===== config.mk =====
export PLATFORM = sky130hd
export DESIGN_NAME = gsa_word_align
export DESIGN_NICKNAME = d
export VERILOG_FILES = /design/src/include/gsa_pkg.sv /design/src/core/gsa_word_align.sv
export SDC_FILE = /design/constraint.sdc
export NUM_CORES = 1
export LEC_CHECK = 0
export ABC_AREA = 1
export BUFFER_PORTS_ARGS = -buffer_cell sky130_fd_sc_hd__buf_2
export CORE_AREA = 2 2 111 103
export CTS_CLUSTER_DIAMETER = 80
export DETAILED_ROUTE_END_ITERATION = 12
export DIE_AREA = 0 0 113 105
export PLACE_DENSITY = 0.52
export REMOVE_ABC_BUFFERS = 1
export SLEW_MARGIN = 0
export SYNTH_ARGS = -nofsm -noshare
export SYNTH_HDL_FRONTEND = slang
export SYNTH_SLANG_ARGS = --single-unit

===== constraint.sdc =====
create_clock -name clk -period 3.85 [get_ports clk]
set_input_delay 0.77 -clock clk [delete_from_list [all_inputs] [get_ports clk]]
set_output_delay 0.77 -clock clk [all_outputs]
set_load 0.005 [all_outputs]

===== src/include/gsa_pkg.sv =====
// Shared constants and types for the serial word alignment block.
package gsa_pkg;

  // Word geometry: one parallel word is ten serial bit times.
  localparam int WORD_W = 10;
  localparam logic [3:0] BIT_LAST = 4'h9;
  localparam logic [3:0] WORD_HALF = 4'h5;
  localparam logic [9:0] RX_ALL_ONES = 10'h3ff;

  // Comma pattern 0011111XXX, first received bit at index zero.
  localparam int COMMA_W = 7;
  localparam logic [6:0] COMMA_BITS = 7'h7c;

  // Loss-of-input threshold of the front-end comparator, in millivolts.
  localparam int SIG_THRESH_MV = 50;

  // Register bus geometry and map.
  localparam int ADDR_W = 8;
  localparam int DATA_W = 32;
  localparam logic [7:0] CTRL_OFS = 8'h00;
  localparam logic [7:0] STATUS_OFS = 8'h04;
  localparam logic [7:0] IRQ_STAT_OFS = 8'h08;
  localparam logic [7:0] IRQ_MASK_OFS = 8'h0c;
  localparam logic [7:0] RX_WORD_OFS = 8'h10;

  // Control register fields.
  localparam int CTRL_WRAP_BIT = 0;
  localparam int CTRL_ALIGN_BIT = 1;
  localparam logic [1:0] CTRL_RESET = 2'h0;

  // Status register fields.
  localparam int STAT_PRESENT_BIT = 0;
  localparam int STAT_LOCK_BIT = 1;

  // Interrupt status and mask fields.
  localparam int IRQ_W = 3;
  localparam int IRQ_COMMA_BIT = 0;
  localparam int IRQ_LOSS_BIT = 1;
  localparam int IRQ_GAIN_BIT = 2;
  localparam logic [2:0] IRQ_RESET = 3'h0;

  // Alignment state, one-hot.
  typedef enum logic [1:0] {
    ALN_FREE = 2'b01,
    ALN_LOCK = 2'b10
  } gsa_align_type;

  // Parallel receive word and its comma flag travel together.
  typedef struct packed {
    logic comma_found;
    logic [9:0] word;
  } gsa_rx_out_type;

endpackage


===== src/core/gsa_word_align.sv =====
// Serializer control, receive word alignment and register slave of the gigabit link.
//
// The implementer's own choices: the register addresses and the strobed register port.
`timescale 1ns/1ps

////////////////////////////////////////////////////////////////////////////////
module gsa_word_align (
  input wire logic clk,
  input wire logic nrst,
  input wire logic link_clk,
  input wire logic din,
  input wire logic din_level_ok,
  input wire logic [9:0] tx_word,
  output logic tx_word_clk,
  output logic dout_p,
  output logic dout_n,
  output gsa_pkg::gsa_rx_out_type rx_out,
  output logic rx_byte_clk0,
  output logic rx_byte_clk1,
  output logic signal_present,
  input wire logic [7:0] addr,
  input wire logic [31:0] wdata,
  input wire logic wr,
  input wire logic rd,
  output logic [31:0] rdata,
  output logic irq
);

  //////////////////////////////////////////////////////////////////////////////
  // Declarations.

  logic link_s1_reg;
  logic link_s2_reg;
  logic link_s3_reg;
  logic din_s1_reg;
  logic din_s2_reg;
  logic lvl_s1_reg;
  logic lvl_s2_reg;
  logic bit_tick;

  logic serial_wrap_enable;
  logic comma_align_enable;
  logic [1:0] ctrl_reg;

  logic [3:0] tx_cnt_reg;
  logic [9:0] tx_sh_reg;
  logic [9:0] tx_sh_next;
  logic tx_word_clk_reg;
  logic dout_reg;
  logic dout_n_reg;
  logic tx_bit;

  logic rx_bit;
  logic [3:0] rx_cnt_reg;
  logic [9:0] rx_sh_reg;
  logic [9:0] rx_sh_next;
  logic comma_hit;
  logic comma_soon;
  logic word_done;
  gsa_pkg::gsa_rx_out_type rx_out_reg;
  logic byte_sel_reg;
  logic byte_sel_next;
  logic rx_clk0_reg;
  logic rx_clk1_reg;
  gsa_pkg::gsa_align_type align_reg;

  logic present_reg;
  logic loss_evt;
  logic gain_evt;
  logic [2:0] irq_stat_reg;
  logic [2:0] irq_stat_next;
  logic [2:0] irq_mask_reg;
  logic [2:0] irq_set;
  logic [2:0] irq_clr;
  logic irq_reg;
  logic [31:0] rdata_reg;
  logic [31:0] rd_mux;

  //////////////////////////////////////////////////////////////////////////////
  // Input synchronisers.

  // The link clock and the serial input are sampled together so that each
  // serial bit is taken with the same delay as the clock edge that marks it.
  always_ff @(posedge clk or negedge nrst) begin
    if (!nrst) begin
      link_s1_reg <= 1'b0;
      link_s2_reg <= 1'b0;
      link_s3_reg <= 1'b0;
    end else begin
      link_s1_reg <= link_clk;
      link_s2_reg <= link_s1_reg;
      link_s3_reg <= link_s2_reg;
    end
  end

  always_ff @(posedge clk or negedge nrst) begin
    if (!nrst) begin
      din_s1_reg <= 1'b0;
      din_s2_reg <= 1'b0;
      lvl_s1_reg <= 1'b0;
      lvl_s2_reg <= 1'b0;
    end else begin
      din_s1_reg <= din;
      din_s2_reg <= din_s1_reg;
      lvl_s1_reg <= din_level_ok;
      lvl_s2_reg <= lvl_s1_reg;
    end
  end

  assign bit_tick = link_s2_reg & ~link_s3_reg;
  assign serial_wrap_enable = ctrl_reg[gsa_pkg::CTRL_WRAP_BIT];
  assign comma_align_enable = ctrl_reg[gsa_pkg::CTRL_ALIGN_BIT];

  //////////////////////////////////////////////////////////////////////////////
  // Transmit path.

  // The shift register itself is the input latch: a word is taken whole at
  // the rise of the word clock and then shifted out least significant first.
  always_comb begin
    if (tx_cnt_reg == gsa_pkg::BIT_LAST) begin
      tx_sh_next = tx_word;
    end else begin
      tx_sh_next = {1'b0, tx_sh_reg[9:1]};
    end
  end

  assign tx_bit = tx_sh_next[0];

  always_ff @(posedge clk or negedge nrst) begin
    if (!nrst) begin
      tx_cnt_reg <= gsa_pkg::BIT_LAST;
      tx_sh_reg <= '0;
      tx_word_clk_reg <= 1'b0;
    end else if (bit_tick) begin
      if (tx_cnt_reg == gsa_pkg::BIT_LAST) begin
        tx_cnt_reg <= '0;
      end else begin
        tx_cnt_reg <= tx_cnt_reg + 4'h1;
      end
      tx_sh_reg <= tx_sh_next;
      tx_word_clk_reg <= (tx_cnt_reg == gsa_pkg::BIT_LAST) ||
                         (tx_cnt_reg < gsa_pkg::WORD_HALF - 4'h1);
    end
  end

  always_ff @(posedge clk or negedge nrst) begin
    if (!nrst) begin
      dout_reg <= 1'b1;
      dout_n_reg <= 1'b0;
    end else if (serial_wrap_enable) begin
      dout_reg <= 1'b1;
      dout_n_reg <= 1'b0;
    end else if (bit_tick) begin
      dout_reg <= tx_bit;
      dout_n_reg <= ~tx_bit;
    end
  end

  //////////////////////////////////////////////////////////////////////////////
  // Receive path.

  assign rx_bit = serial_wrap_enable ? tx_bit : din_s2_reg;
  assign rx_sh_next = {rx_bit, rx_sh_reg[9:1]};
  // Only the seven leading bits identify the comma; the last three vary.
  assign comma_hit = comma_align_enable &&
                     (rx_sh_next[gsa_pkg::COMMA_W-1:0] == gsa_pkg::COMMA_BITS);
  // A comma closes the word at once, which moves the word boundary to it.
  assign word_done = bit_tick && (comma_hit || rx_cnt_reg == gsa_pkg::BIT_LAST);
  // A comma one bit from closing pulls byte clock one low first, so the comma
  // word always brings a true rising edge on it, even while realigning.
  assign comma_soon = bit_tick && comma_align_enable &&
                      (rx_sh_next[gsa_pkg::COMMA_W:1] == gsa_pkg::COMMA_BITS);
  assign byte_sel_next = comma_hit ? 1'b1 : (comma_soon ? 1'b0 : ~byte_sel_reg);

  always_ff @(posedge clk or negedge nrst) begin
    if (!nrst) begin
      rx_cnt_reg <= '0;
      rx_sh_reg <= '0;
    end else if (bit_tick) begin
      rx_sh_reg <= rx_sh_next;
      if (word_done) begin
        rx_cnt_reg <= '0;
      end else begin
        rx_cnt_reg <= rx_cnt_reg + 4'h1;
      end
    end
  end

  always_ff @(posedge clk or negedge nrst) begin
    if (!nrst) begin
      rx_out_reg.word <= gsa_pkg::RX_ALL_ONES;
      rx_out_reg.comma_found <= 1'b0;
    end else begin
      if (!present_reg) begin
        rx_out_reg.word <= gsa_pkg::RX_ALL_ONES;
      end else if (word_done) begin
        rx_out_reg.word <= rx_sh_next;
      end
      if (!comma_align_enable) begin
        rx_out_reg.comma_found <= 1'b0;
      end else if (word_done) begin
        rx_out_reg.comma_found <= comma_hit;
      end
    end
  end

  // Both byte clocks switch together and are opposite from their first update on (reset holds both low); a word
  // boundary gives one rising edge, and a coming comma may swap them early.
  always_ff @(posedge clk or negedge nrst) begin
    if (!nrst) begin
      byte_sel_reg <= 1'b0;
      rx_clk0_reg <= 1'b0;
      rx_clk1_reg <= 1'b0;
    end else if (word_done || comma_soon) begin
      byte_sel_reg <= byte_sel_next;
      rx_clk1_reg <= byte_sel_next;
      rx_clk0_reg <= ~byte_sel_next;
    end
  end

  always_ff @(posedge clk or negedge nrst) begin
    if (!nrst) begin
      align_reg <= gsa_pkg::ALN_FREE;
    end else begin
      case (align_reg)
        gsa_pkg::ALN_FREE: begin
          if (word_done && comma_hit) begin
            align_reg <= gsa_pkg::ALN_LOCK;
          end
        end
        gsa_pkg::ALN_LOCK: begin
          if (!comma_align_enable || !present_reg) begin
            align_reg <= gsa_pkg::ALN_FREE;
          end
        end
        default: begin
          align_reg <= gsa_pkg::ALN_FREE;
        end
      endcase
    end
  end

  //////////////////////////////////////////////////////////////////////////////
  // Signal presence.

  always_ff @(posedge clk or negedge nrst) begin
    if (!nrst) begin
      present_reg <= 1'b0;
    end else begin
      present_reg <= lvl_s2_reg;
    end
  end

  assign loss_evt = present_reg & ~lvl_s2_reg;
  assign gain_evt = ~present_reg & lvl_s2_reg;

  //////////////////////////////////////////////////////////////////////////////
  // Register slave and interrupt.

  always_ff @(posedge clk or negedge nrst) begin
    if (!nrst) begin
      ctrl_reg <= gsa_pkg::CTRL_RESET;
      irq_mask_reg <= gsa_pkg::IRQ_RESET;
    end else if (wr) begin
      if (addr == gsa_pkg::CTRL_OFS) begin
        ctrl_reg <= wdata[1:0];
      end
      if (addr == gsa_pkg::IRQ_MASK_OFS) begin
        irq_mask_reg <= wdata[gsa_pkg::IRQ_W-1:0];
      end
    end
  end

  always_comb begin
    irq_set = '0;
    irq_set[gsa_pkg::IRQ_COMMA_BIT] = word_done & comma_hit;
    irq_set[gsa_pkg::IRQ_LOSS_BIT] = loss_evt;
    irq_set[gsa_pkg::IRQ_GAIN_BIT] = gain_evt;
    irq_clr = '0;
    if (wr && addr == gsa_pkg::IRQ_STAT_OFS) begin
      irq_clr = wdata[gsa_pkg::IRQ_W-1:0];
    end
    // A new event in the clearing cycle survives the clear.
    irq_stat_next = (irq_stat_reg & ~irq_clr) | irq_set;
  end

  always_ff @(posedge clk or negedge nrst) begin
    if (!nrst) begin
      irq_stat_reg <= gsa_pkg::IRQ_RESET;
      irq_reg <= 1'b0;
    end else begin
      irq_stat_reg <= irq_stat_next;
      irq_reg <= |(irq_stat_next & irq_mask_reg);
    end
  end

  always_comb begin
    rd_mux = '0;
    case (addr)
      gsa_pkg::CTRL_OFS: begin
        rd_mux[1:0] = ctrl_reg;
      end
      gsa_pkg::STATUS_OFS: begin
        rd_mux[gsa_pkg::STAT_PRESENT_BIT] = present_reg;
        rd_mux[gsa_pkg::STAT_LOCK_BIT] = (align_reg == gsa_pkg::ALN_LOCK);
      end
      gsa_pkg::IRQ_STAT_OFS: begin
        rd_mux[gsa_pkg::IRQ_W-1:0] = irq_stat_reg;
      end
      gsa_pkg::IRQ_MASK_OFS: begin
        rd_mux[gsa_pkg::IRQ_W-1:0] = irq_mask_reg;
      end
      gsa_pkg::RX_WORD_OFS: begin
        rd_mux[gsa_pkg::WORD_W-1:0] = rx_out_reg.word;
      end
      default: begin
        rd_mux = '0;
      end
    endcase
  end

  // Read data stands for exactly one cycle and is zero otherwise.
  always_ff @(posedge clk or negedge nrst) begin
    if (!nrst) begin
      rdata_reg <= '0;
    end else if (rd) begin
      rdata_reg <= rd_mux;
    end else begin
      rdata_reg <= '0;
    end
  end

  //////////////////////////////////////////////////////////////////////////////
  // Outputs.

  assign tx_word_clk = tx_word_clk_reg;
  assign dout_p = dout_reg;
  assign dout_n = dout_n_reg;
  assign rx_out = rx_out_reg;
  assign rx_byte_clk0 = rx_clk0_reg;
  assign rx_byte_clk1 = rx_clk1_reg;
  assign signal_present = present_reg;
  assign rdata = rdata_reg;
  assign irq = irq_reg;

endmodule


# --- Yosys cells after proc, flatten, opt, wreduce, memory -nomap -nowiden ---
# Index checks and enable logic that the tools add are counted.
word_totals:
  regBits: 73
  output_inout_bits: 50
  input_bits: 57
  wordCells: 96
classes:
  reduce_logical: 18
  muxes: 22
  n_bitwise: 14
  addsub: 2
  eq_ne: 14
  order_cmp: 1
ops:
  columns: ["cell", "count"]
  rows:
  - ["$mux 10", 4]
  - ["$eq 8x4->1 const B", 2]
  - ["$eq 7x7->1 const B", 2]
  - ["$pmux 2 s5", 1]
  - ["$mux 1", 9]
  - ["$add 4x1->4 const B", 2]
  - ["$eq 4x4->1 const B", 2]
  - ["$eq 8x3->1 const B", 1]
  - ["$eq 8x5->1 const B", 1]
  - ["$logic_not 8->1", 1]
  - ["$mux 4", 2]
  - ["$mux 7", 1]
  - ["$and 3x3->3", 2]
  - ["$logic_and 1x1->1", 6]
  - ["$ne 2x2->1 const B", 3]
  - ["$not 1->1", 6]
  - ["$reduce_and 2->1", 3]
  - ["$and 1x1->1", 4]
  - ["$logic_or 1x1->1", 4]
  - ["$lt 4x3->1 const B", 1]
  - ["$mux 2", 2]
  - ["$pmux 2 s2", 1]
  - ["$mux 3", 1]
  - ["$not 3->3", 1]
  - ["other kinds (8)", 9]

# --- Logic depth before layout (Yosys ltp) ---
# Gate-level depths: netlist of run 1.
depth:
  word_depth: 8
  ltp_mapped: 11
  ltp_nobuf: 11

# --- Least setup slack after synthesis of run 1 ---
# OpenSTA, ideal clock, no wires.
synth_timing:
  kind: "in2reg"
  start: "input port addr[7]"
  end: "register irq_reg, in the netlist irq"
  setup_time_ps: 124
  stages: 8
  t_required_ps: 3726
  path_buffers: 0
  path_slack_ps: 2239
  t_arrival_ps: 1487
  cell_sequence: "nor2_1 nand2_2 nor2_4 nand3_1 nand2_1 nand2_1 nand2_1 nand3_1"
synth_via:
  elab_chain_cells: 8
synth_rtl:
  columns: ["item", "line_no", "text"]
  rows:
  - ["start: declaration", "gsa_word_align.sv:21", "input wire logic [7:0] addr,"]
  - ["$eq 8x4->1", "gsa_word_align.sv:280", "if (wr && addr == gsa_pkg::IRQ_STAT_OFS) begin"]
  - ["$logic_and 1x1->1", "gsa_word_align.sv:280", null]
  - ["$mux 3", "gsa_word_align.sv:280", null]
  - ["$not 3->3", "gsa_word_align.sv:284", "irq_stat_next = (irq_stat_reg & ~irq_clr) | irq_set;"]
  - ["$and 3x3->3", "gsa_word_align.sv:284", null]
  - ["$or 3x3->3", "gsa_word_align.sv:284", null]
  - ["via irq_stat_next[0]", "gsa_word_align.sv:71", "logic [2:0] irq_stat_next;"]
  - ["$and 3x3->3", "gsa_word_align.sv:293", "irq_reg <= |(irq_stat_next & irq_mask_reg);"]
  - ["$reduce_or 3->1", "gsa_word_align.sv:293", null]
  - ["end signal: assignment", "gsa_word_align.sv:293", null]
  - ["end: declaration", "gsa_word_align.sv:75", "logic irq_reg;"]
# The timed path passes the listed nets, and every way through them passes these cells.
# A chain may end at the register's enable or synchronous reset.

# --- Worst setup path in the final report of run 1 ---
layout_timing:
  start: "register link_s2_reg"
  end: "register rx_cnt_reg[0]"
layout_via:
  elab_chain_cells: 3
layout_rtl:
  columns: ["item", "line_no", "text"]
  rows:
  - ["start: declaration", "gsa_word_align.sv:33", "logic link_s2_reg;"]
  - ["start signal: assignment", "gsa_word_align.sv:91", "link_s2_reg <= link_s1_reg;"]
  - ["$and 1x1->1 *", "gsa_word_align.sv:110", "assign bit_tick = link_s2_reg & ~link_s3_reg;"]
  - ["$logic_and 1x1->1", "gsa_word_align.sv:168", "assign word_done = bit_tick && (comma_hit || rx_cnt_reg == gsa_pkg::BIT_LAST);"]
  - ["$mux 4", "gsa_word_align.sv:181", "if (word_done) begin"]
  - ["end signal: assignment", "gsa_word_align.sv:184", "rx_cnt_reg <= rx_cnt_reg + 4'h1;"]
  - ["end: declaration", "gsa_word_align.sv:54", "logic [3:0] rx_cnt_reg;"]
# Every way passes the cells marked *; elsewhere a longest branch is shown, timed or not.

==> results by group, run 1 <==
Clock tree
  – H-tree depth: 3
  – Setup Fix Bufs, Post-CTS: 0
  – Sink Count: 71
  – PostCTS Resize Cnt: 0
  – CTS tree: done
  – Clk_lat worst skew: 0.33 ns
  – CTS Hold Bufs: 0
  – CTS root buf: clkbuf_16
  – CTS buffer count: 9
  – Clk buf depth: 2
  – Clock Pin Slew Worst Setup and Hold Paths: 0.06 ns

Synth
  – Yosys reg bits: 71
  – Fraction of registers with async set/reset: 100%
  – Ys flop type: dfrtp_1
  – Avg Inst Size Synth: 8.89 µm²
  – Synth Instances: 365
  – Register area share after synthesis: 55.3%
  – Area leader, netlist: dfrtp_1
  – Post-Syn Area: 0.00324 mm²
  – Synth top area cells: dfrtp_1, dfstp_2, nand2_1
  – YS warnings: 0
  – Yosys top cell area share: 44.0%
  – Synth unique cells: 32
  – EDFF count, synth: 0

Setup path
  – Startpoint types: register
  – Worst Setup End Kind: register
  – CP required: 4.07 ns
  – Crit path cell chain: inv_1 > nor2_2 > nand2_2 > nand2_4 > inv_2 > nand2_1 > a21oi_1
  – Worst setup path startpoint: link_s2_reg
  – Worst EP arrival: 2.24 ns
  – Worst reg2reg startpoint: link_s2_reg
  – CP max stage delay: 0.74 ns
  – Setup Crit Path Kind: reg2reg
  – Slowest cell on crit path: nor2_2
  – Worst-path maximum fanout: 24

Die
  – Die area: 0.0119 mm²
  – Core region area: 0.0106 mm²
  – Die W: 113 µm
  – I/O pin total: 107
  – Initial Utilization: 30.5%
  – Row count: 36
  – Die Span Y: 105 µm

STA
  – Achievable Freq: 495 MHz
  – Fin crit share: 52.5%
  – Setup-failing EPs final: 0
  – RSZ-0062 raised after global routing: no
  – Fin crit period: 2.02 ns
  – Final WS setup: 1.83 ns
  – Clock Skews: 0.00850 ns
  – Total negative slack: 0 ns
  – Worst slew pin tran: 0.988 ns
  – Final slew viol count: 0
  – Final Hold Vio Count: 0
  – Rel. slew slack: 34.1%

Outcome
  – Status: finished, violations left
  – Failing checks: design-rule violations

Finish
  – Proportion of layout cells with a drive suffix above 1: 24.0%
  – Layout area overhead: 19.4%
  – Max reg flops: 11
  – Final std cells w/o fill: 563
  – Fill count: 1123
  – Final net count: 484
  – ANT cells: 0
  – Final core utilization: 36.4%

Power and ir drop
  – Clk network pwr share: 38.3%
  – Comb power frac: 15.8%
  – PD cells: 549 mW/mm²
  – Max VDD drop: 199 µV
  – Leak pwr: 1.98 nW
  – Flop pwr share: 45.9%
  – Net Sw Frac: 28.2%
  – P_int: 1.53 mW
  – NetSw: 601 µW

Placement
  – GP Congestion: 0.762
  – Dpl hpwl: 4680 µm
  – IO Port Bufs: 55
  – Placed insts: 547
  – DP Worst Slack: 1.79 ns

Global route
  – Initial antenna violation count: 0
  – Pin count of the biggest net entering global routing: 40
  – Number of global-route vias before repair: 2413
  – M1 GR Usage: 15.1%
  – First-pass GRT wire length: 11300 µm
  – GRT Util Overall: 11.9%
  – Met3 Usage GRT: 3.54%
  – Global route hottest layer: met2
  – Remaining global-route overflow: 0
  – Met2 Usage GRT: 19.0%

Drt
  – Final WL: 6430 µm
  – DR pass1 iterations: 8
  – Detailed router's first-iteration violation count: 85
  – WL/cell: 11.4 µm
  – ANT nets after route: 0
  – Via count: 2444
  – Number of vias per cell: 4.34
  – Drt drc: 8

Hold path
  – Hold path start: lvl_s1_reg
  – Worst Hold Class: reg2reg

Flow run
  – Max-cap violations: 0
power groups by stage:
stage | logic [mW] | clock network (mW) | registers (mW)
after floorplan | 0.225 | 0 | 0.973
after global placement | 0.333 | 0 | 0.985
after detailed placement | 0.341 | 0 | 0.988
after CTS | 0.343 | 0.843 | 0.977
after global routing | 0.399 | 0.880 | 0.994
final | 0.335 | 0.815 | 0.976
cell usage in the layout, fill, tap and decap left out, drive strengths merged:
cell type,instances
nand2,86
buf,58
dfrtp,57
inv,48
o21ai,37
nor2,29
a21oi,22
conb,22
nand3,21
dfstp,14
clkbuf,9
clkinv,5
o31ai,3
nand4,3
nand3b,2
nor3,2
xor2,2
ha,2
nor4,2
or2,1
o21a,1
o22ai,1
xnor2,1
clkinvlp,1
bufinv,1
cells in the mapped netlist, types with 2 or more instances:
| cell | count |
|---|---|
| nand4_1 | 2 |
| nor3_1 | 2 |
| dfrtp_1 | 57 |
| nor2_1 | 24 |
| o21ai_0 | 33 |
| clkbuf_1 | 2 |
| ha_1 | 2 |
| nor2_2 | 3 |
| xor2_1 | 2 |
| inv_2 | 2 |
| o31ai_1 | 3 |
| nand3b_1 | 2 |
| buf_2 | 5 |
| buf_4 | 22 |
| inv_1 | 46 |
| o21ai_1 | 4 |
| nand2_1 | 81 |
| nand2_2 | 4 |
| nor2_4 | 2 |
| nand3_1 | 21 |
| a21oi_1 | 22 |
| dfstp_2 | 14 |
worst paths after layout:
| path | depth (start not counted) | endpoint | slack, ns |
|---|---|---|---|
| worst min register to register | 0 | lvl_s2_reg | 0.35 |
| worst max register to register | 7 | rx_cnt_reg[0] | 1.83 |
| max in group asynchronous | 2 | rx_out[4] | 2.38 |
| worst max-delay path | 7 | rx_cnt_reg[0] | 1.83 |
| min in group asynchronous | 1 | rdata[1] | 0.55 |
| worst min-delay path | 0 | lvl_s2_reg | 0.35 |
worst max-delay path, delay by kind of cell, from the launching register on:
family	cells	cell delay, ns
AOI/OAI and AO/OA	1	0.07
DFF	1	0.36
buffers and inverters	2	0.14
and+or+nand+nor	4	1.33
layer usage:
layer,share of wire [%],vias up
met2,46,69
met5,0,-
met1,46,1130
met3,6.1,10
met4,1.7,0
li1,-,1235
cell type report:
class | instances | area, µm² | share of cell area, %
Clock buffer | 9 | 225 | 5.82
Clock inverter | 7 | 73.8 | 1.91
Inverter | 48 | 180 | 4.65
Multi-Input combinational cell | 237 | 1130 | 29.3
Tap cell | 133 | 166 | 4.30
Sequential cell | 71 | 1790 | 46.3
Timing Repair Buffer | 58 | 298 | 7.69
cell families (layout without fill, tap and decap cells):
family	Yosys count	after routing	synth area share [%]
DFF	71	71	55.3
other	1	22	0.116
xor gates and xnor gates	3	3	0.810
and+or+nand+nor	146	146	20.6
adders and majority gates	2	2	0.771
AOI/OAI and AO/OA	64	64	10.2
buffers and inverters	78	122	12.1
metrics by stage:
step	instance area [µm²]	power, mW	hold WS, ns
2_1_floorplan	3110	1.20	0.331
3_3_place_gp	3570	1.32	0.336
3_5_place_dp	3570	1.33	0.335
4_1_cts	3870	2.16	0.349
5_1_grt	3870	2.27	0.356
6_report	3870	2.13	0.348
Power figures use the tool's default switching activity.
==> run 2: changes to the inputs <==
Clock period 3.85 ns to 2 ns, I/O delays scaled along.
==> results by group, run 2 (synthesis results as in run 1) <==
Clock tree
  – Clk_lat worst skew: 0.33 ns
  – CTS root buf: clkbuf_16
  – H-tree depth: 3
  – Sink Count: 71
  – Clk buf depth: 2
  – Clock Pin Slew Worst Setup and Hold Paths: 0.06 ns
  – PostCTS Resize Cnt: 0
  – Setup Fix Bufs, Post-CTS: 0
  – CTS tree: done
  – CTS buffer count: 9
  – CTS Hold Bufs: 0

Placement
  – Placed insts: 549
  – Post-place instance area: 0.00360 mm²
  – Dpl hpwl: 4620 µm
  – GP Congestion: 0.766
  – IO Port Bufs: 55

Drt
  – WL met3: 303 µm
  – Number of vias per cell: 4.31
  – WL met2: 2950 µm
  – DR pass1 iterations: 8
  – WL/cell: 11.5 µm
  – Wire length on met1: 3120 µm
  – Detailed router's first-iteration violation count: 83
  – Final WL: 6500 µm
  – DR top layer: met4
  – Via count: 2434
  – Drt drc: 8
  – ANT nets after route: 0

Setup path
  – CP required: 2.25 ns
  – Setup Crit Path Kind: reg2reg
  – Worst EP arrival: 1.85 ns
  – Worst-path maximum fanout: 18
  – Worst Setup End Kind: register
  – Startpoint types: register

STA
  – Clock Skews: 0.00539 ns
  – Achievable Freq: 628 MHz
  – Setup-failing EPs final: 0
  – Total negative slack: 0 ns
  – Final Hold Vio Count: 0
  – Fin crit period: 1.59 ns
  – Final slew viol count: 0
  – RSZ-0062 raised after global routing: no
  – Fin crit share: 79.6%

Finish
  – Multi-input gate area: 0.00113 mm²
  – Fill count: 1127
  – Final Cell Area: 0.00389 mm²
  – ANT cells: 0
  – Commonest non-fill, non-tap cell in the layout: nand2_1
  – Proportion of layout cells with a drive suffix above 1: 24.3%
  – FF/Latch Area: 0.00179 mm²
  – Commonest non-fill, non-tap cells in the layout: nand2_1, dfrtp_1, buf_2
  – Final std cells w/o fill: 565
  – Final net count: 486
  – Layout area overhead: 19.8%
  – Max reg flops: 11

Die
  – Die area: 0.0119 mm²
  – Die Span Y: 105 µm
  – Initial Utilization: 30.5%
  – Die W: 113 µm
  – Row count: 36
  – I/O pin total: 107
  – Core region area: 0.0106 mm²

Outcome
  – Status: finished, violations left
  – Failing checks: design-rule violations

Global route
  – Remaining global-route overflow: 0
  – Number of global-route vias before repair: 2324
  – Pin count of the biggest net entering global routing: 72
  – First-pass GRT wire length: 11200 µm
  – GRT Util Overall: 11.9%
  – Initial antenna violation count: 0

Power and ir drop
  – Leak pwr: 1.99 nW
  – Max VDD drop: 321 µV
  – PD cells: 1040 mW/mm²

Hold path
  – Worst Hold Class: in2async

Flow run
  – Max-cap violations: 0
## run 2: path summary, 6_finish.rpt
path | start | to | slack [ns] | depth (start not counted)
max | tx_cnt_reg[0] | rx_sh_reg[9] | 0.41 | 8
min | nrst | rdata[0] | 0.09 | 2
max reg2reg | tx_cnt_reg[0] | rx_sh_reg[9] | 0.41 | 8
min reg2reg | lvl_s1_reg | lvl_s2_reg | 0.35 | 0
max in group asynchronous | nrst | dout_p | 1.57 | 2
min in group clk | link_clk | link_s1_reg | 0.18 | 1
## run 2: metal layers
layer,track usage (%),vias to the layer above
li1,-,1243
met1,15.9,1120
met2,18.0,60
met3,3.42,11
met4,5.05,0
met5,0,-
## run 2: final cells by class
cell class / count / area share, %
clock buffers: 11 / 6.50
clock inverters: 5 / 0.837
inverters: 48 / 4.64
multi-input cells: 237 / 29.2
flip-flops and latches: 71 / 46.2
well taps: 133 / 4.28
repair buffers: 60 / 8.37
## run 2: worst max-delay path: stages (launching register included)
cell     delay (ns)
dfstp_2        0.53
inv_1          0.06
nor2_1         0.16
nand2_2        0.22
inv_1          0.15
nand2_1        0.08
nand3_1        0.07
o21ai_1        0.11
o21ai_1        0.14
## run 2: metrics by stage
stage	hold WS (ns)	utilization [%]	setup WS [ns]	power [mW]
after floorplan	0.104	-	0.421	2.31
after CTS	0.109	36.6	0.374	4.10
final	0.0872	36.6	0.408	4.02
after global routing	0.127	36.6	0.186	4.30
after detailed placement	0.335	33.9	0.398	2.57
after global placement	0.336	33.9	0.417	2.55
## run 2: where the power goes
| part | internal, mW | switching [mW] | leakage (nW) |
|---|---|---|---|
| clock network | 0.901 | 0.586 | 0.134 |
| logic | 0.257 | 0.402 | 0.974 |
| registers | 1.72 | 0.155 | 0.877 |
| total | 2.88 | 1.14 | 1.99 |
